<file path="src/logic/codec_iface_pkg.sv">
// Constants shared by the codec interface buffer and status block.
// Assumes a 32-bit AXI4-Lite register bus with byte addressing.
package codec_iface_pkg;
   // Data path sizes
   localparam int DATA_W = 16;
   localparam int NUM_WORDS = 4;
   localparam int NUM_SLOTS = 16;
   localparam int SLOT_W = 4;
   localparam int BIT_W = 4;
   localparam int BUF_AW = 2;
   localparam int AXI_AW = 8;
   localparam int SYNC_W = 3;
   // Register byte offsets, and upper address nibbles of the buffers
   localparam logic [7:0] OFS_CTRL = 8'h00;
   localparam logic [7:0] OFS_TX_SLOT = 8'h04;
   localparam logic [7:0] OFS_RX_SLOT = 8'h08;
   localparam logic [7:0] OFS_STATUS = 8'h0C;
   localparam logic [3:0] OFS_TX_BUFFER_HI = 4'h1;
   localparam logic [3:0] OFS_RX_BUFFER_HI = 4'h2;
   // Control register fields
   localparam int CTRL_SLAVE = 0;
   localparam int CTRL_LOOP = 1;
   localparam int CTRL_IDLE_MODE = 2;
   localparam int CTRL_UNF_MODE = 3;
   localparam int CTRL_BCLK_DIR = 4;
   localparam int CTRL_DMA_SEL = 5;
   localparam int CTRL_BUFFER_LENGTH_SEL_LSB = 8;
   localparam int CTRL_FLEN_LSB = 12;
   // Status register fields
   localparam int ST_TX_EMPTY = 0;
   localparam int ST_TX_UNF = 1;
   localparam int ST_RX_FULL = 2;
   localparam int ST_RX_OVF = 3;
   localparam int ST_SLOT_LSB = 8;
   // Reset values
   localparam logic [15:0] CTRL_RESET = 16'h0000;
   localparam logic [15:0] SLOT_EN_RESET = 16'h0000;
   localparam logic [15:0] WORD_RESET = 16'h0000;
   // Bus responses
   localparam logic [1:0] RESP_OKAY = 2'h0;
   localparam logic [1:0] RESP_SLVERR = 2'h2;
endpackage

</file>
<file path="src/logic/codec_iface_buffer_status.sv">
// Buffer control, slot gating and status of the serial codec interface.
// Assumes a free or framed bit clock on a pin, far slower than aclk.
//
// Chosen here: the register offsets and register access over AXI4-Lite.
`timescale 1ns/10ps
module codec_iface_buffer_status (
   // Clock and reset
   input wire logic aclk,
   input wire logic aresetn,
   // AXI4-Lite write channels
   input wire logic [7:0] awaddr,
   input wire logic awvalid,
   output logic awready,
   input wire logic [31:0] wdata,
   input wire logic [3:0] wstrb,
   input wire logic wvalid,
   output logic wready,
   output logic [1:0] bresp,
   output logic bvalid,
   input wire logic bready,
   // AXI4-Lite read channels
   input wire logic [7:0] araddr,
   input wire logic arvalid,
   output logic arready,
   output logic [31:0] rdata,
   output logic [1:0] rresp,
   output logic rvalid,
   input wire logic rready,
   // Codec link
   input wire logic serial_bit_clock,
   input wire logic frame_sync_pin_in,
   output logic frame_sync_pin_out,
   output logic frame_sync_pin_oe,
   input wire logic serial_data_in,
   output logic serial_data_out,
   output logic serial_data_oe,
   // System events
   input wire logic cpu_sleep,
   output logic iface_irq_flag,
   output logic dma_req,
   output logic wake_irq
);
   localparam int DW = codec_iface_pkg::DATA_W;
   localparam int NW = codec_iface_pkg::NUM_WORDS;
   typedef logic [DW-1:0] word_t;

   logic [2:0] pin_clean;
   logic bclk_s, fs_s, sdi_s;
   word_t ctrl_reg, ctrl_next, tx_en_reg, tx_en_next, rx_en_reg, rx_en_next;
   word_t tx_buf_reg [NW], tx_buf_next [NW], tx_sh_reg [NW], tx_sh_next [NW];
   word_t rx_buf_reg [NW], rx_buf_next [NW], rx_sh_reg [NW], rx_sh_next [NW];
   logic [NW-1:0] fresh_reg, fresh_next, unf_reg, unf_next, used;
   logic [NW-1:0] unread_reg, unread_next, ovf_reg, ovf_next;
   logic tx_empty_reg, tx_empty_next, rx_full_reg, rx_full_next;
   logic [1:0] addr_reg, addr_next, buffer_length_sel;
   logic [3:0] slot_reg, slot_next, bit_reg, bit_next, flen;
   logic active_reg, active_next, fs_seen_reg, fs_seen_next;
   logic bclk_q_reg, load_pend_reg, load_pend_next;
   word_t tx_shift_reg, tx_shift_next, rx_shift_reg, rx_shift_next;
   logic fs_out_reg, fs_out_next, sdo_reg, sdo_next, sdo_oe_reg, sdo_oe_next;
   logic irq_reg, irq_next, dma_reg, dma_next, wake_reg, wake_next;
   logic aw_full_reg, aw_full_next, w_full_reg, w_full_next;
   logic [7:0] waddr_reg, waddr_next;
   word_t wval_reg, wval_next;
   logic [1:0] wstb_reg, wstb_next;
   logic awready_reg, awready_next, wready_reg, wready_next;
   logic bvalid_reg, bvalid_next, arready_reg, arready_next;
   logic rvalid_reg, rvalid_next;
   logic fs_oe_reg, fs_oe_next;
   logic [1:0] bresp_reg, bresp_next, rresp_reg, rresp_next;
   logic [31:0] rdata_reg, rdata_next;
   logic slave, bclk_rise, bclk_fall, last_bit, restart, slot_done, xfer;
   logic sdi_eff, wr_fire, rd_fire;
   word_t wmask, rd_val;

   pin_sync3 #(.WIDTH(3)) u_sync (
      .aclk(aclk),
      .aresetn(aresetn),
      .pin_raw({serial_data_in, frame_sync_pin_in, serial_bit_clock}),
      .pin_clean(pin_clean)
   );
   assign bclk_s = pin_clean[0];
   assign fs_s = pin_clean[1];
   assign sdi_s = pin_clean[2];

   assign slave = ctrl_reg[codec_iface_pkg::CTRL_SLAVE];
   assign buffer_length_sel = ctrl_reg[codec_iface_pkg::CTRL_BUFFER_LENGTH_SEL_LSB +: 2];
   assign flen = ctrl_reg[codec_iface_pkg::CTRL_FLEN_LSB +: 4];
   assign bclk_rise = bclk_s && !bclk_q_reg;
   assign bclk_fall = !bclk_s && bclk_q_reg;
   assign last_bit = (bit_reg == 4'(DW - 1));
   assign restart = bclk_fall && (slave ? fs_seen_reg :
                    (last_bit && slot_reg == flen));
   assign slot_done = bclk_fall && last_bit && active_reg;
   assign sdi_eff = ctrl_reg[codec_iface_pkg::CTRL_LOOP] ?
                    sdo_reg : sdi_s;
   assign wr_fire = aw_full_reg && w_full_reg && !bvalid_reg;
   assign rd_fire = arvalid && arready_reg;
   assign wmask = {{8{wstb_reg[1]}}, {8{wstb_reg[0]}}};

   always_comb begin
      case (araddr[7:4])
         4'h0: begin
            case (araddr[3:2])
               2'h0: rd_val = ctrl_reg;
               2'h1: rd_val = tx_en_reg;
               2'h2: rd_val = rx_en_reg;
               default: rd_val = {4'h0, slot_reg, 4'h0, |ovf_reg,
                  rx_full_reg, |unf_reg, tx_empty_reg};
            endcase
         end
         codec_iface_pkg::OFS_TX_BUFFER_HI: rd_val = tx_buf_reg[araddr[3:2]];
         codec_iface_pkg::OFS_RX_BUFFER_HI: rd_val = rx_buf_reg[araddr[3:2]];
         default: rd_val = codec_iface_pkg::WORD_RESET;
      endcase
   end

   always_comb begin
      ctrl_next = ctrl_reg;
      tx_en_next = tx_en_reg;
      rx_en_next = rx_en_reg;
      tx_buf_next = tx_buf_reg;
      tx_sh_next = tx_sh_reg;
      rx_buf_next = rx_buf_reg;
      rx_sh_next = rx_sh_reg;
      fresh_next = fresh_reg;
      unf_next = unf_reg;
      unread_next = unread_reg;
      ovf_next = ovf_reg;
      tx_empty_next = tx_empty_reg;
      addr_next = addr_reg;
      slot_next = slot_reg;
      bit_next = bit_reg;
      active_next = active_reg;
      fs_seen_next = fs_seen_reg;
      load_pend_next = 1'b0;
      tx_shift_next = tx_shift_reg;
      rx_shift_next = rx_shift_reg;
      fs_out_next = fs_out_reg;
      xfer = 1'b0;
      aw_full_next = aw_full_reg;
      w_full_next = w_full_reg;
      waddr_next = waddr_reg;
      wval_next = wval_reg;
      wstb_next = wstb_reg;
      bvalid_next = bvalid_reg;
      bresp_next = bresp_reg;
      rvalid_next = rvalid_reg;
      rresp_next = rresp_reg;
      rdata_next = rdata_reg;
      for (int i = 0; i < NW; i++) begin
         used[i] = (2'(i) <= buffer_length_sel);
      end
      // Bus write: buffer writes clear before swap sets, so sets win
      if (awvalid && awready_reg) begin
         aw_full_next = 1'b1;
         waddr_next = awaddr;
      end
      if (wvalid && wready_reg) begin
         w_full_next = 1'b1;
         wval_next = wdata[15:0];
         wstb_next = wstrb[1:0];
      end
      if (wr_fire) begin
         aw_full_next = 1'b0;
         w_full_next = 1'b0;
         bvalid_next = 1'b1;
         bresp_next = codec_iface_pkg::RESP_OKAY;
         case (waddr_reg[7:4])
            4'h0: begin
               case (waddr_reg[3:2])
                  2'h0: ctrl_next = (ctrl_reg & ~wmask) | (wval_reg & wmask);
                  2'h1: tx_en_next = (tx_en_reg & ~wmask) | (wval_reg & wmask);
                  2'h2: rx_en_next = (rx_en_reg & ~wmask) | (wval_reg & wmask);
                  default: bresp_next = codec_iface_pkg::RESP_OKAY;
               endcase
            end
            codec_iface_pkg::OFS_TX_BUFFER_HI: begin
               tx_buf_next[waddr_reg[3:2]] =
                  (tx_buf_reg[waddr_reg[3:2]] & ~wmask) | (wval_reg & wmask);
               fresh_next[waddr_reg[3:2]] = 1'b1;
               unf_next[waddr_reg[3:2]] = 1'b0;
               tx_empty_next = 1'b0;
            end
            codec_iface_pkg::OFS_RX_BUFFER_HI:
               bresp_next = codec_iface_pkg::RESP_OKAY;
            default: bresp_next = codec_iface_pkg::RESP_SLVERR;
         endcase
      end else if (bvalid_reg && bready) begin
         bvalid_next = 1'b0;
      end
      // Bus read: reading a receive word clears its unread and overflow
      if (rd_fire) begin
         rvalid_next = 1'b1;
         rdata_next = {16'h0000, rd_val};
         rresp_next = (araddr[7:4] > codec_iface_pkg::OFS_RX_BUFFER_HI) ?
            codec_iface_pkg::RESP_SLVERR : codec_iface_pkg::RESP_OKAY;
         if (araddr[7:4] == codec_iface_pkg::OFS_RX_BUFFER_HI) begin
            unread_next[araddr[3:2]] = 1'b0;
            ovf_next[araddr[3:2]] = 1'b0;
         end
      end else if (rvalid_reg && rready) begin
         rvalid_next = 1'b0;
      end
      // Frame sync generator and slot timing
      if (bclk_rise) begin
         rx_shift_next = {rx_shift_reg[DW-2:0], sdi_eff};
         if (slave && fs_s) begin
            fs_seen_next = 1'b1;
         end
      end
      if (slot_done) begin
         if (rx_en_reg[slot_reg]) begin
            rx_sh_next[addr_reg] = rx_shift_reg;
         end
         if (tx_en_reg[slot_reg] || rx_en_reg[slot_reg]) begin
            if (addr_reg == buffer_length_sel) begin
               addr_next = 2'h0;
               xfer = 1'b1;
            end else begin
               addr_next = addr_reg + 2'h1;
            end
         end
      end
      if (bclk_fall) begin
         tx_shift_next = {tx_shift_reg[DW-2:0], 1'b0};
         fs_out_next = 1'b0;
         if (restart) begin
            bit_next = 4'h0;
            slot_next = 4'h0;
            active_next = 1'b1;
            fs_seen_next = 1'b0;
            fs_out_next = !slave;
            load_pend_next = 1'b1;
         end else if (last_bit) begin
            bit_next = 4'h0;
            load_pend_next = 1'b1;
            if (slot_reg == flen) begin
               slot_next = 4'h0;
               active_next = 1'b0;
            end else begin
               slot_next = slot_reg + 4'h1;
            end
         end else begin
            bit_next = bit_reg + 4'h1;
         end
      end
      if (load_pend_reg) begin
         tx_shift_next = (active_reg && tx_en_reg[slot_reg]) ?
            tx_sh_reg[addr_reg] : codec_iface_pkg::WORD_RESET;
      end
      // Shadow swap at the buffer length boundary
      if (xfer) begin
         for (int i = 0; i < NW; i++) begin
            if (used[i]) begin
               tx_sh_next[i] = (fresh_reg[i] ||
                  ctrl_reg[codec_iface_pkg::CTRL_UNF_MODE]) ?
                  tx_buf_reg[i] : codec_iface_pkg::WORD_RESET;
               unf_next[i] = unf_next[i] | !fresh_reg[i];
               fresh_next[i] = fresh_next[i] && (waddr_reg[3:2] == 2'(i))
                  && wr_fire && (waddr_reg[7:4] == 4'h1);
               rx_buf_next[i] = rx_sh_next[i];
               ovf_next[i] = ovf_next[i] | unread_reg[i];
               unread_next[i] = 1'b1;
            end
         end
         tx_empty_next = 1'b1;
      end
      rx_full_next = xfer | (rx_full_reg & |(unread_next & used));
      irq_next = xfer;
      dma_next = xfer && ctrl_reg[codec_iface_pkg::CTRL_DMA_SEL];
      wake_next = cpu_sleep && (wake_reg || (xfer &&
         ctrl_reg[codec_iface_pkg::CTRL_BCLK_DIR]));
      sdo_next = active_reg && tx_en_reg[slot_reg] && tx_shift_reg[DW-1];
      sdo_oe_next = (active_reg && tx_en_reg[slot_reg]) ||
         !ctrl_reg[codec_iface_pkg::CTRL_IDLE_MODE];
      awready_next = !aw_full_next && !bvalid_next;
      wready_next = !w_full_next && !bvalid_next;
      arready_next = !rvalid_next;
      fs_oe_next = !ctrl_next[codec_iface_pkg::CTRL_SLAVE];
   end

   always_ff @(posedge aclk) begin
      if (!aresetn) begin
         ctrl_reg <= codec_iface_pkg::CTRL_RESET;
         tx_en_reg <= codec_iface_pkg::SLOT_EN_RESET;
         rx_en_reg <= codec_iface_pkg::SLOT_EN_RESET;
         for (int i = 0; i < NW; i++) begin
            tx_buf_reg[i] <= codec_iface_pkg::WORD_RESET;
            tx_sh_reg[i] <= codec_iface_pkg::WORD_RESET;
            rx_buf_reg[i] <= codec_iface_pkg::WORD_RESET;
            rx_sh_reg[i] <= codec_iface_pkg::WORD_RESET;
         end
         {fresh_reg, unf_reg, unread_reg, ovf_reg} <= '0;
         {tx_empty_reg, rx_full_reg} <= 2'h0;
         addr_reg <= 2'h0;
         {slot_reg, bit_reg} <= 8'h00;
         {active_reg, fs_seen_reg, bclk_q_reg, load_pend_reg} <= 4'h0;
         tx_shift_reg <= codec_iface_pkg::WORD_RESET;
         rx_shift_reg <= codec_iface_pkg::WORD_RESET;
         {fs_out_reg, sdo_reg, sdo_oe_reg} <= 3'h0;
         {irq_reg, dma_reg, wake_reg} <= 3'h0;
         fs_oe_reg <= 1'b1;
         {aw_full_reg, w_full_reg, bvalid_reg, rvalid_reg} <= 4'h0;
         {awready_reg, wready_reg, arready_reg} <= 3'h0;
         waddr_reg <= 8'h00;
         wval_reg <= codec_iface_pkg::WORD_RESET;
         wstb_reg <= 2'h0;
         {bresp_reg, rresp_reg} <= 4'h0;
         rdata_reg <= 32'h00000000;
      end else begin
         ctrl_reg <= ctrl_next;
         tx_en_reg <= tx_en_next;
         rx_en_reg <= rx_en_next;
         tx_buf_reg <= tx_buf_next;
         tx_sh_reg <= tx_sh_next;
         rx_buf_reg <= rx_buf_next;
         rx_sh_reg <= rx_sh_next;
         {fresh_reg, unf_reg} <= {fresh_next, unf_next};
         {unread_reg, ovf_reg} <= {unread_next, ovf_next};
         {tx_empty_reg, rx_full_reg} <= {tx_empty_next, rx_full_next};
         addr_reg <= addr_next;
         {slot_reg, bit_reg} <= {slot_next, bit_next};
         {active_reg, fs_seen_reg} <= {active_next, fs_seen_next};
         {bclk_q_reg, load_pend_reg} <= {bclk_s, load_pend_next};
         tx_shift_reg <= tx_shift_next;
         rx_shift_reg <= rx_shift_next;
         {fs_out_reg, sdo_reg, sdo_oe_reg} <= {fs_out_next, sdo_next,
            sdo_oe_next};
         {irq_reg, dma_reg, wake_reg} <= {irq_next, dma_next, wake_next};
         {aw_full_reg, w_full_reg} <= {aw_full_next, w_full_next};
         {bvalid_reg, rvalid_reg} <= {bvalid_next, rvalid_next};
         {awready_reg, wready_reg} <= {awready_next, wready_next};
         arready_reg <= arready_next;
         fs_oe_reg <= fs_oe_next;
         {waddr_reg, wval_reg, wstb_reg} <= {waddr_next, wval_next, wstb_next};
         {bresp_reg, rresp_reg, rdata_reg} <= {bresp_next, rresp_next,
            rdata_next};
      end
   end

   assign {awready, wready, arready} = {awready_reg, wready_reg, arready_reg};
   assign {bvalid, bresp, rvalid, rresp} = {bvalid_reg, bresp_reg,
      rvalid_reg, rresp_reg};
   assign rdata = rdata_reg;
   assign frame_sync_pin_out = fs_out_reg;
   assign frame_sync_pin_oe = fs_oe_reg;
   assign serial_data_out = sdo_reg;
   assign serial_data_oe = sdo_oe_reg;
   assign {iface_irq_flag, dma_req, wake_irq} = {irq_reg, dma_reg, wake_reg};

   property p_fs_master;
      @(posedge aclk) disable iff (!aresetn)
      (restart && !slave) |=> frame_sync_pin_out;
   endproperty
   a_fs_master: assert property (p_fs_master)
      else $error("master frame sync not emitted");
   property p_slot_range;
      @(posedge aclk) disable iff (!aresetn)
      (bclk_fall && last_bit && slot_reg == flen) |=> slot_reg == 4'h0;
   endproperty
   a_slot_range: assert property (p_slot_range)
      else $error("slot counter not wrapped at frame end");
   property p_addr_step;
      @(posedge aclk) disable iff (!aresetn)
      (slot_done && tx_en_reg[slot_reg] && addr_reg != buffer_length_sel)
      |=> addr_reg == $past(addr_reg) + 2'h1;
   endproperty
   a_addr_step: assert property (p_addr_step)
      else $error("address counter did not advance");
   property p_rx_gate;
      @(posedge aclk) disable iff (!aresetn)
      (slot_done && !rx_en_reg[slot_reg] && !xfer)
      |=> rx_sh_reg[$past(addr_reg)] == $past(rx_sh_reg[addr_reg]);
   endproperty
   a_rx_gate: assert property (p_rx_gate)
      else $error("receive shadow written in disabled slot");
   property p_swap;
      @(posedge aclk) disable iff (!aresetn)
      xfer |=> (addr_reg == 2'h0) && tx_empty_reg && rx_full_reg;
   endproperty
   a_swap: assert property (p_swap)
      else $error("shadow swap effects missing");
   property p_dma;
      @(posedge aclk) disable iff (!aresetn)
      $rose(dma_req) |-> iface_irq_flag && $past(xfer);
   endproperty
   a_dma: assert property (p_dma)
      else $error("dma request without transfer event");
   property p_unf;
      @(posedge aclk) disable iff (!aresetn)
      (xfer && !fresh_reg[0]) |=> unf_reg[0];
   endproperty
   a_unf: assert property (p_unf)
      else $error("underflow not flagged");
   property p_ovf;
      @(posedge aclk) disable iff (!aresetn)
      (xfer && unread_reg[0]) |=> ovf_reg[0];
   endproperty
   a_ovf: assert property (p_ovf)
      else $error("overflow not flagged");
   property p_idle_float;
      @(posedge aclk) disable iff (!aresetn)
      (!(active_reg && tx_en_reg[slot_reg]) &&
      ctrl_reg[codec_iface_pkg::CTRL_IDLE_MODE]) |=> !serial_data_oe;
   endproperty
   a_idle_float: assert property (p_idle_float)
      else $error("data pin driven in idle slot");
   property p_irq;
      @(posedge aclk) disable iff (!aresetn)
      xfer |=> iface_irq_flag ##1 !iface_irq_flag;
   endproperty
   a_irq: assert property (p_irq)
      else $error("interrupt pulse wrong");
endmodule

</file>
<file path="src/logic/pin_sync3.sv">
// Three-stage pin synchroniser with agreement filter.
// Assumes inputs come from outside the aclk domain.
`timescale 1ns/10ps
module pin_sync3 #(
   parameter int WIDTH = 1
) (
   // Clock and reset
   input wire logic aclk,
   input wire logic aresetn,
   // Raw and filtered levels
   input wire logic [WIDTH-1:0] pin_raw,
   output logic [WIDTH-1:0] pin_clean
);
   logic [WIDTH-1:0] s1_reg, s2_reg, s3_reg, clean_reg;
   logic [WIDTH-1:0] clean_next;

   // Output moves only where stages two and three agree
   always_comb begin
      clean_next = clean_reg;
      for (int i = 0; i < WIDTH; i++) begin
         if (s2_reg[i] == s3_reg[i]) begin
            clean_next[i] = s3_reg[i];
         end
      end
   end

   always_ff @(posedge aclk) begin
      if (!aresetn) begin
         s1_reg <= '0;
         s2_reg <= '0;
         s3_reg <= '0;
         clean_reg <= '0;
      end else begin
         s1_reg <= pin_raw;
         s2_reg <= s1_reg;
         s3_reg <= s2_reg;
         clean_reg <= clean_next;
      end
   end

   assign pin_clean = clean_reg;
endmodule

</file>
<file path="config.mk">
export PLATFORM = sky130hd
export DESIGN_NAME = codec_iface_buffer_status
export DESIGN_NICKNAME = d
export VERILOG_FILES = /design/src/logic/codec_iface_pkg.sv /design/src/logic/codec_iface_buffer_status.sv /design/src/logic/pin_sync3.sv
export SDC_FILE = /design/constraint.sdc
export NUM_CORES = 1
export LEC_CHECK = 0
export BUFFER_PORTS_ARGS = -buffer_cell sky130_fd_sc_hd__buf_4
export CORE_MARGIN = 3
export CORE_UTILIZATION = 50
export CTS_CLUSTER_SIZE = 10
export DETAILED_ROUTE_END_ITERATION = 16
export GPL_TIMING_DRIVEN = 0
export PLACE_DENSITY = 0.68
export SLEW_MARGIN = 10
export SYNTH_ARGS = -nofsm -noshare
export SYNTH_HDL_FRONTEND = slang
export SYNTH_SLANG_ARGS = --single-unit
</file>
<file path="constraint.sdc">
create_clock -name aclk -period 3.9 [get_ports aclk]
set_clock_uncertainty 0.15 [all_clocks]
set_input_delay 0.39 -clock aclk [delete_from_list [all_inputs] [get_ports aclk]]
set_output_delay 0.39 -clock aclk [all_outputs]
set_load 0.02 [all_outputs]
</file>
==> impl_metrics.py <==
metrics = {
    "clock_tree": {
        "cts.sinks": 436,
        "cts_tree": "done",
        "cts_root_buf": "clkbuf_16",
        "cts_made_buffers": 50,
        "htree_levels": 2,
        "clk_pin_slew_worst_paths_ps": 50,
        "clk_latency_ps": 610,
        "clockBufferDepth": 3,
        "holdBufCountCts": 36,
        "post_cts_buffers": 0,
        "cts_resized": 0,
    },
    "pwr": {
        "powerDensity_nw_per_um2": 425,
        "vdd_drop_max_uv": 339,
        "p_leak_nw": 7.98,
    },
    "timing": {
        "finalSetupViolations": 0,
        "maxSlewHeadroom_pct": 25.6,
        "fin_tns_setup_ps": 0,
        "post-route-period-util_pct": 87.7,
        "tightest_slew_ps": 1100,
        "whs_ps": 47.0,
        "hold_viol": 0,
        "min_period_ps": 3420,
        "clock.fmax_mhz": 292,
        "drv_slew": 0,
        "grt_setup_unrepaired": "no",
    },
    "logic_synthesis": {
        "syn_avg_cell_area_um2": 9.77,
        "ys_async_sr_fraction_pct": 0,
        "yosysTopAreaCell": "dfxtp_1",
        "synth_warnings": 0,
        "synth_ff_type": "dfxtp_1",
        "ys_top_cells_by_area": "dfxtp_1 48%, mux4_2 9.3%, mux2i_1 8.7%, nor2_1 5.1%, nand2_1 3.9%",
        "synth-seq-cells": 436,
        "ys_types": 64,
        "synth_seq_area_share_pct": 47.6,
        "synth_area_um2": 18300,
        "synth_edf_count": 0,
        "yosysTopAreaCellShare_pct": 47.6,
        "synthCells": 1876,
        "synth_most_common_cell": "dfxtp_1",
        "synth_commonest_cells": "436 x dfxtp_1, 250 x nor2_1, 192 x nand2_1",
    },
    "finish": {
        "final_nets": 2117,
        "layout-drive-gt1-share_pct": 13.7,
        "area_delta_synth_final_pct": 15.5,
        "fill_cells": 3098,
        "antennaDiodeCount": 0,
    },
    "global_route": {
        "grt_pass1_vias": 14916,
        "grt.overflow.total": 0,
        "grt_use_total_pct": 30.3,
        "grt_first_pass_wirelength_um": 90000,
        "grt_max_degree": 14,
        "antenna_found_initial": 0,
    },
    "status": {
        "status": "complete, no violations",
    },
    "run": {
        "maxCapViolCount": 0,
    },
    "routing": {
        "avgViaCountPerCell": 6.06,
        "wl_um": 59200,
        "num_vias": 15249,
        "ant_nets": 0,
        "avgRoutedWirePerCell_um": 23.5,
        "drt_iter0_drc": 1410,
        "drcViolationCount": 0,
        "firstDrtPassIters": 6,
    },
    "worst_setup_path": {
        "cp-start-kind": "flip-flop",
        "max_stage_delay_ps": 780,
        "r2r-end": "rx_buf_reg[23]$_SDFFE_PN0P_",
        "worstSetupPathType": "reg2reg",
        "worst_ep_required_time_ps": 4270,
        "cp-startpoint": "slot_reg[1]$_SDFFE_PN0P_",
        "r2r-start": "slot_reg[1]$_SDFFE_PN0P_",
        "cp_slowest_cell": "a311oi_2",
        "crit_path_end_kind": "flip-flop",
        "critPathMaxFanout": 10,
        "critical_path_arrival_ps": 3790,
        "rr_worst_depth": 8,
        "path_cells": "clkbuf_1 > nand3_1 > and4_1 > buf_4 > a311oi_2 > clkbuf_2 > o21ai_0 > a21oi_1",
        "r2r_setup_slack_ps": 480,
    },
    "placed_design": {
        "globalplace.congestion": 0.968,
        "dpl.hpwl_um": 43100,
        "portBuffers": 67,
    },
    "floorplan": {
        "die_x_um": 197,
        "core_area_um2": 35800,
        "die_y_um": 197,
        "row_count": 69,
        "ios": 111,
        "initial_core_util_pct": 51.1,
        "die-area_um2": 39000,
    },
    "hold_path": {
        "hold_path_class": "in2reg",
        "holdPathEnd": "rresp[1]$_SDFFE_PN0N_",
        "hold_path_depth": 3,
        "hp-start": "arvalid",
    },
}
## final cells by class
| type | instances | area, um2 | area share, % |
|---|---|---|---|
| buffer | 162 | 767 | 3.62 |
| clock buffer | 55 | 1290 | 6.10 |
| clock inverter | 3 | 45.0 | 0.213 |
| inverter | 24 | 90.1 | 0.426 |
| multi-input combinational | 1271 | 8800 | 41.6 |
| sequential | 436 | 8730 | 41.2 |
| tap | 461 | 577 | 2.73 |
| timing repair buffer | 103 | 863 | 4.08 |
## cells by family (layout without fill, tap and decap cells)
kind of cell,after synthesis,after routing,share of synthesized area [%]
other cells,1,18,0.0205
simple gates,622,622,14.7
fa+ha+maj,6,6,0.410
mux,238,238,18.2
flops,436,436,47.6
xor+xnor,10,10,0.478
compound gates,377,377,13.9
buf+inv,186,347,4.68
## stage by stage
stage | total power [W] | util (%) | instances | setup WS [ps] | instance area [um2]
final | 0.00900 | 59.1 | 2515 | 481 | 21200
after global routing | 0.00922 | 59.1 | 2515 | 308 | 21200
after CTS | 0.00901 | 59.1 | 2515 | 512 | 21200
after detailed placement | 0.00496 | 54.3 | 2421 | 554 | 19500
after global placement | 0.00496 | 54.3 | 2421 | 550 | 19500
after floorplan | 0.00480 | - | 1893 | 1370 | 18400
## per-layer routing
layer	track usage [%]	vias to the layer above	wire, um
met4	12.5	0	2710
li1	-	6994	-
met1	40.2	7323	24200
met2	48.7	779	27000
met3	6.12	153	5280
met5	0	-	0
## worst max-delay path by stage
stage,endpoint,slack (ps),cells past startpoint
6_report,rx_buf_reg[23]$_SDFFE_PN0P_,480,8
5_1_grt,rx_buf_reg[31]$_SDFFE_PN0P_,310,8
4_1_cts,rx_buf_reg[23]$_SDFFE_PN0P_,510,8
3_5_place_dp,ovf_reg[2]$_SDFF_PN0_,550,8
3_3_place_gp,rdata[14]$_SDFFE_PN0N_,550,9
2_1_floorplan,rx_buf_reg[22]$_SDFFE_PN0P_,1370,8
## where the power goes
group | leakage (nW) | switching, W | internal [W]
clock network | 0.655 | 0.00178 | 0.00231
registers | 3.52 | 0.0000366 | 0.00448
logic | 3.81 | 0.000253 | 0.000135
total | 7.98 | 0.00207 | 0.00693
## worst max-delay path, delay by kind of cell, from the launching register on
| family | cells | cell delay (ps) |
|---|---|---|
| flops | 1 | 510 |
| compound gates | 3 | 1090 |
| simple gates | 2 | 490 |
| buf+inv | 3 | 1080 |
## layout by cell type, fill, tap and decap left out, types with 6 or more instances in the layout
master	count
mux4_2	76
nand2b_1	12
nand3_1	112
nor2_1	250
a21oi_1	129
nand2_1	192
a41oi_1	15
nor3_1	8
o22ai_1	17
inv_1	24
a22oi_1	13
and2_1	13
dlygate4sd3_1	36
a22o_1	16
conb_1	18
clkbuf_16	50
dfxtp_1	436
mux2i_1	160
xnor2_1	6
o21ai_0	60
buf_4	91
ha_1	6
o2bb2ai_1	24
clkbuf_1	89
a211oi_1	67
buf_2	27
buf_1	17
Power figures use the tool's default switching activity.
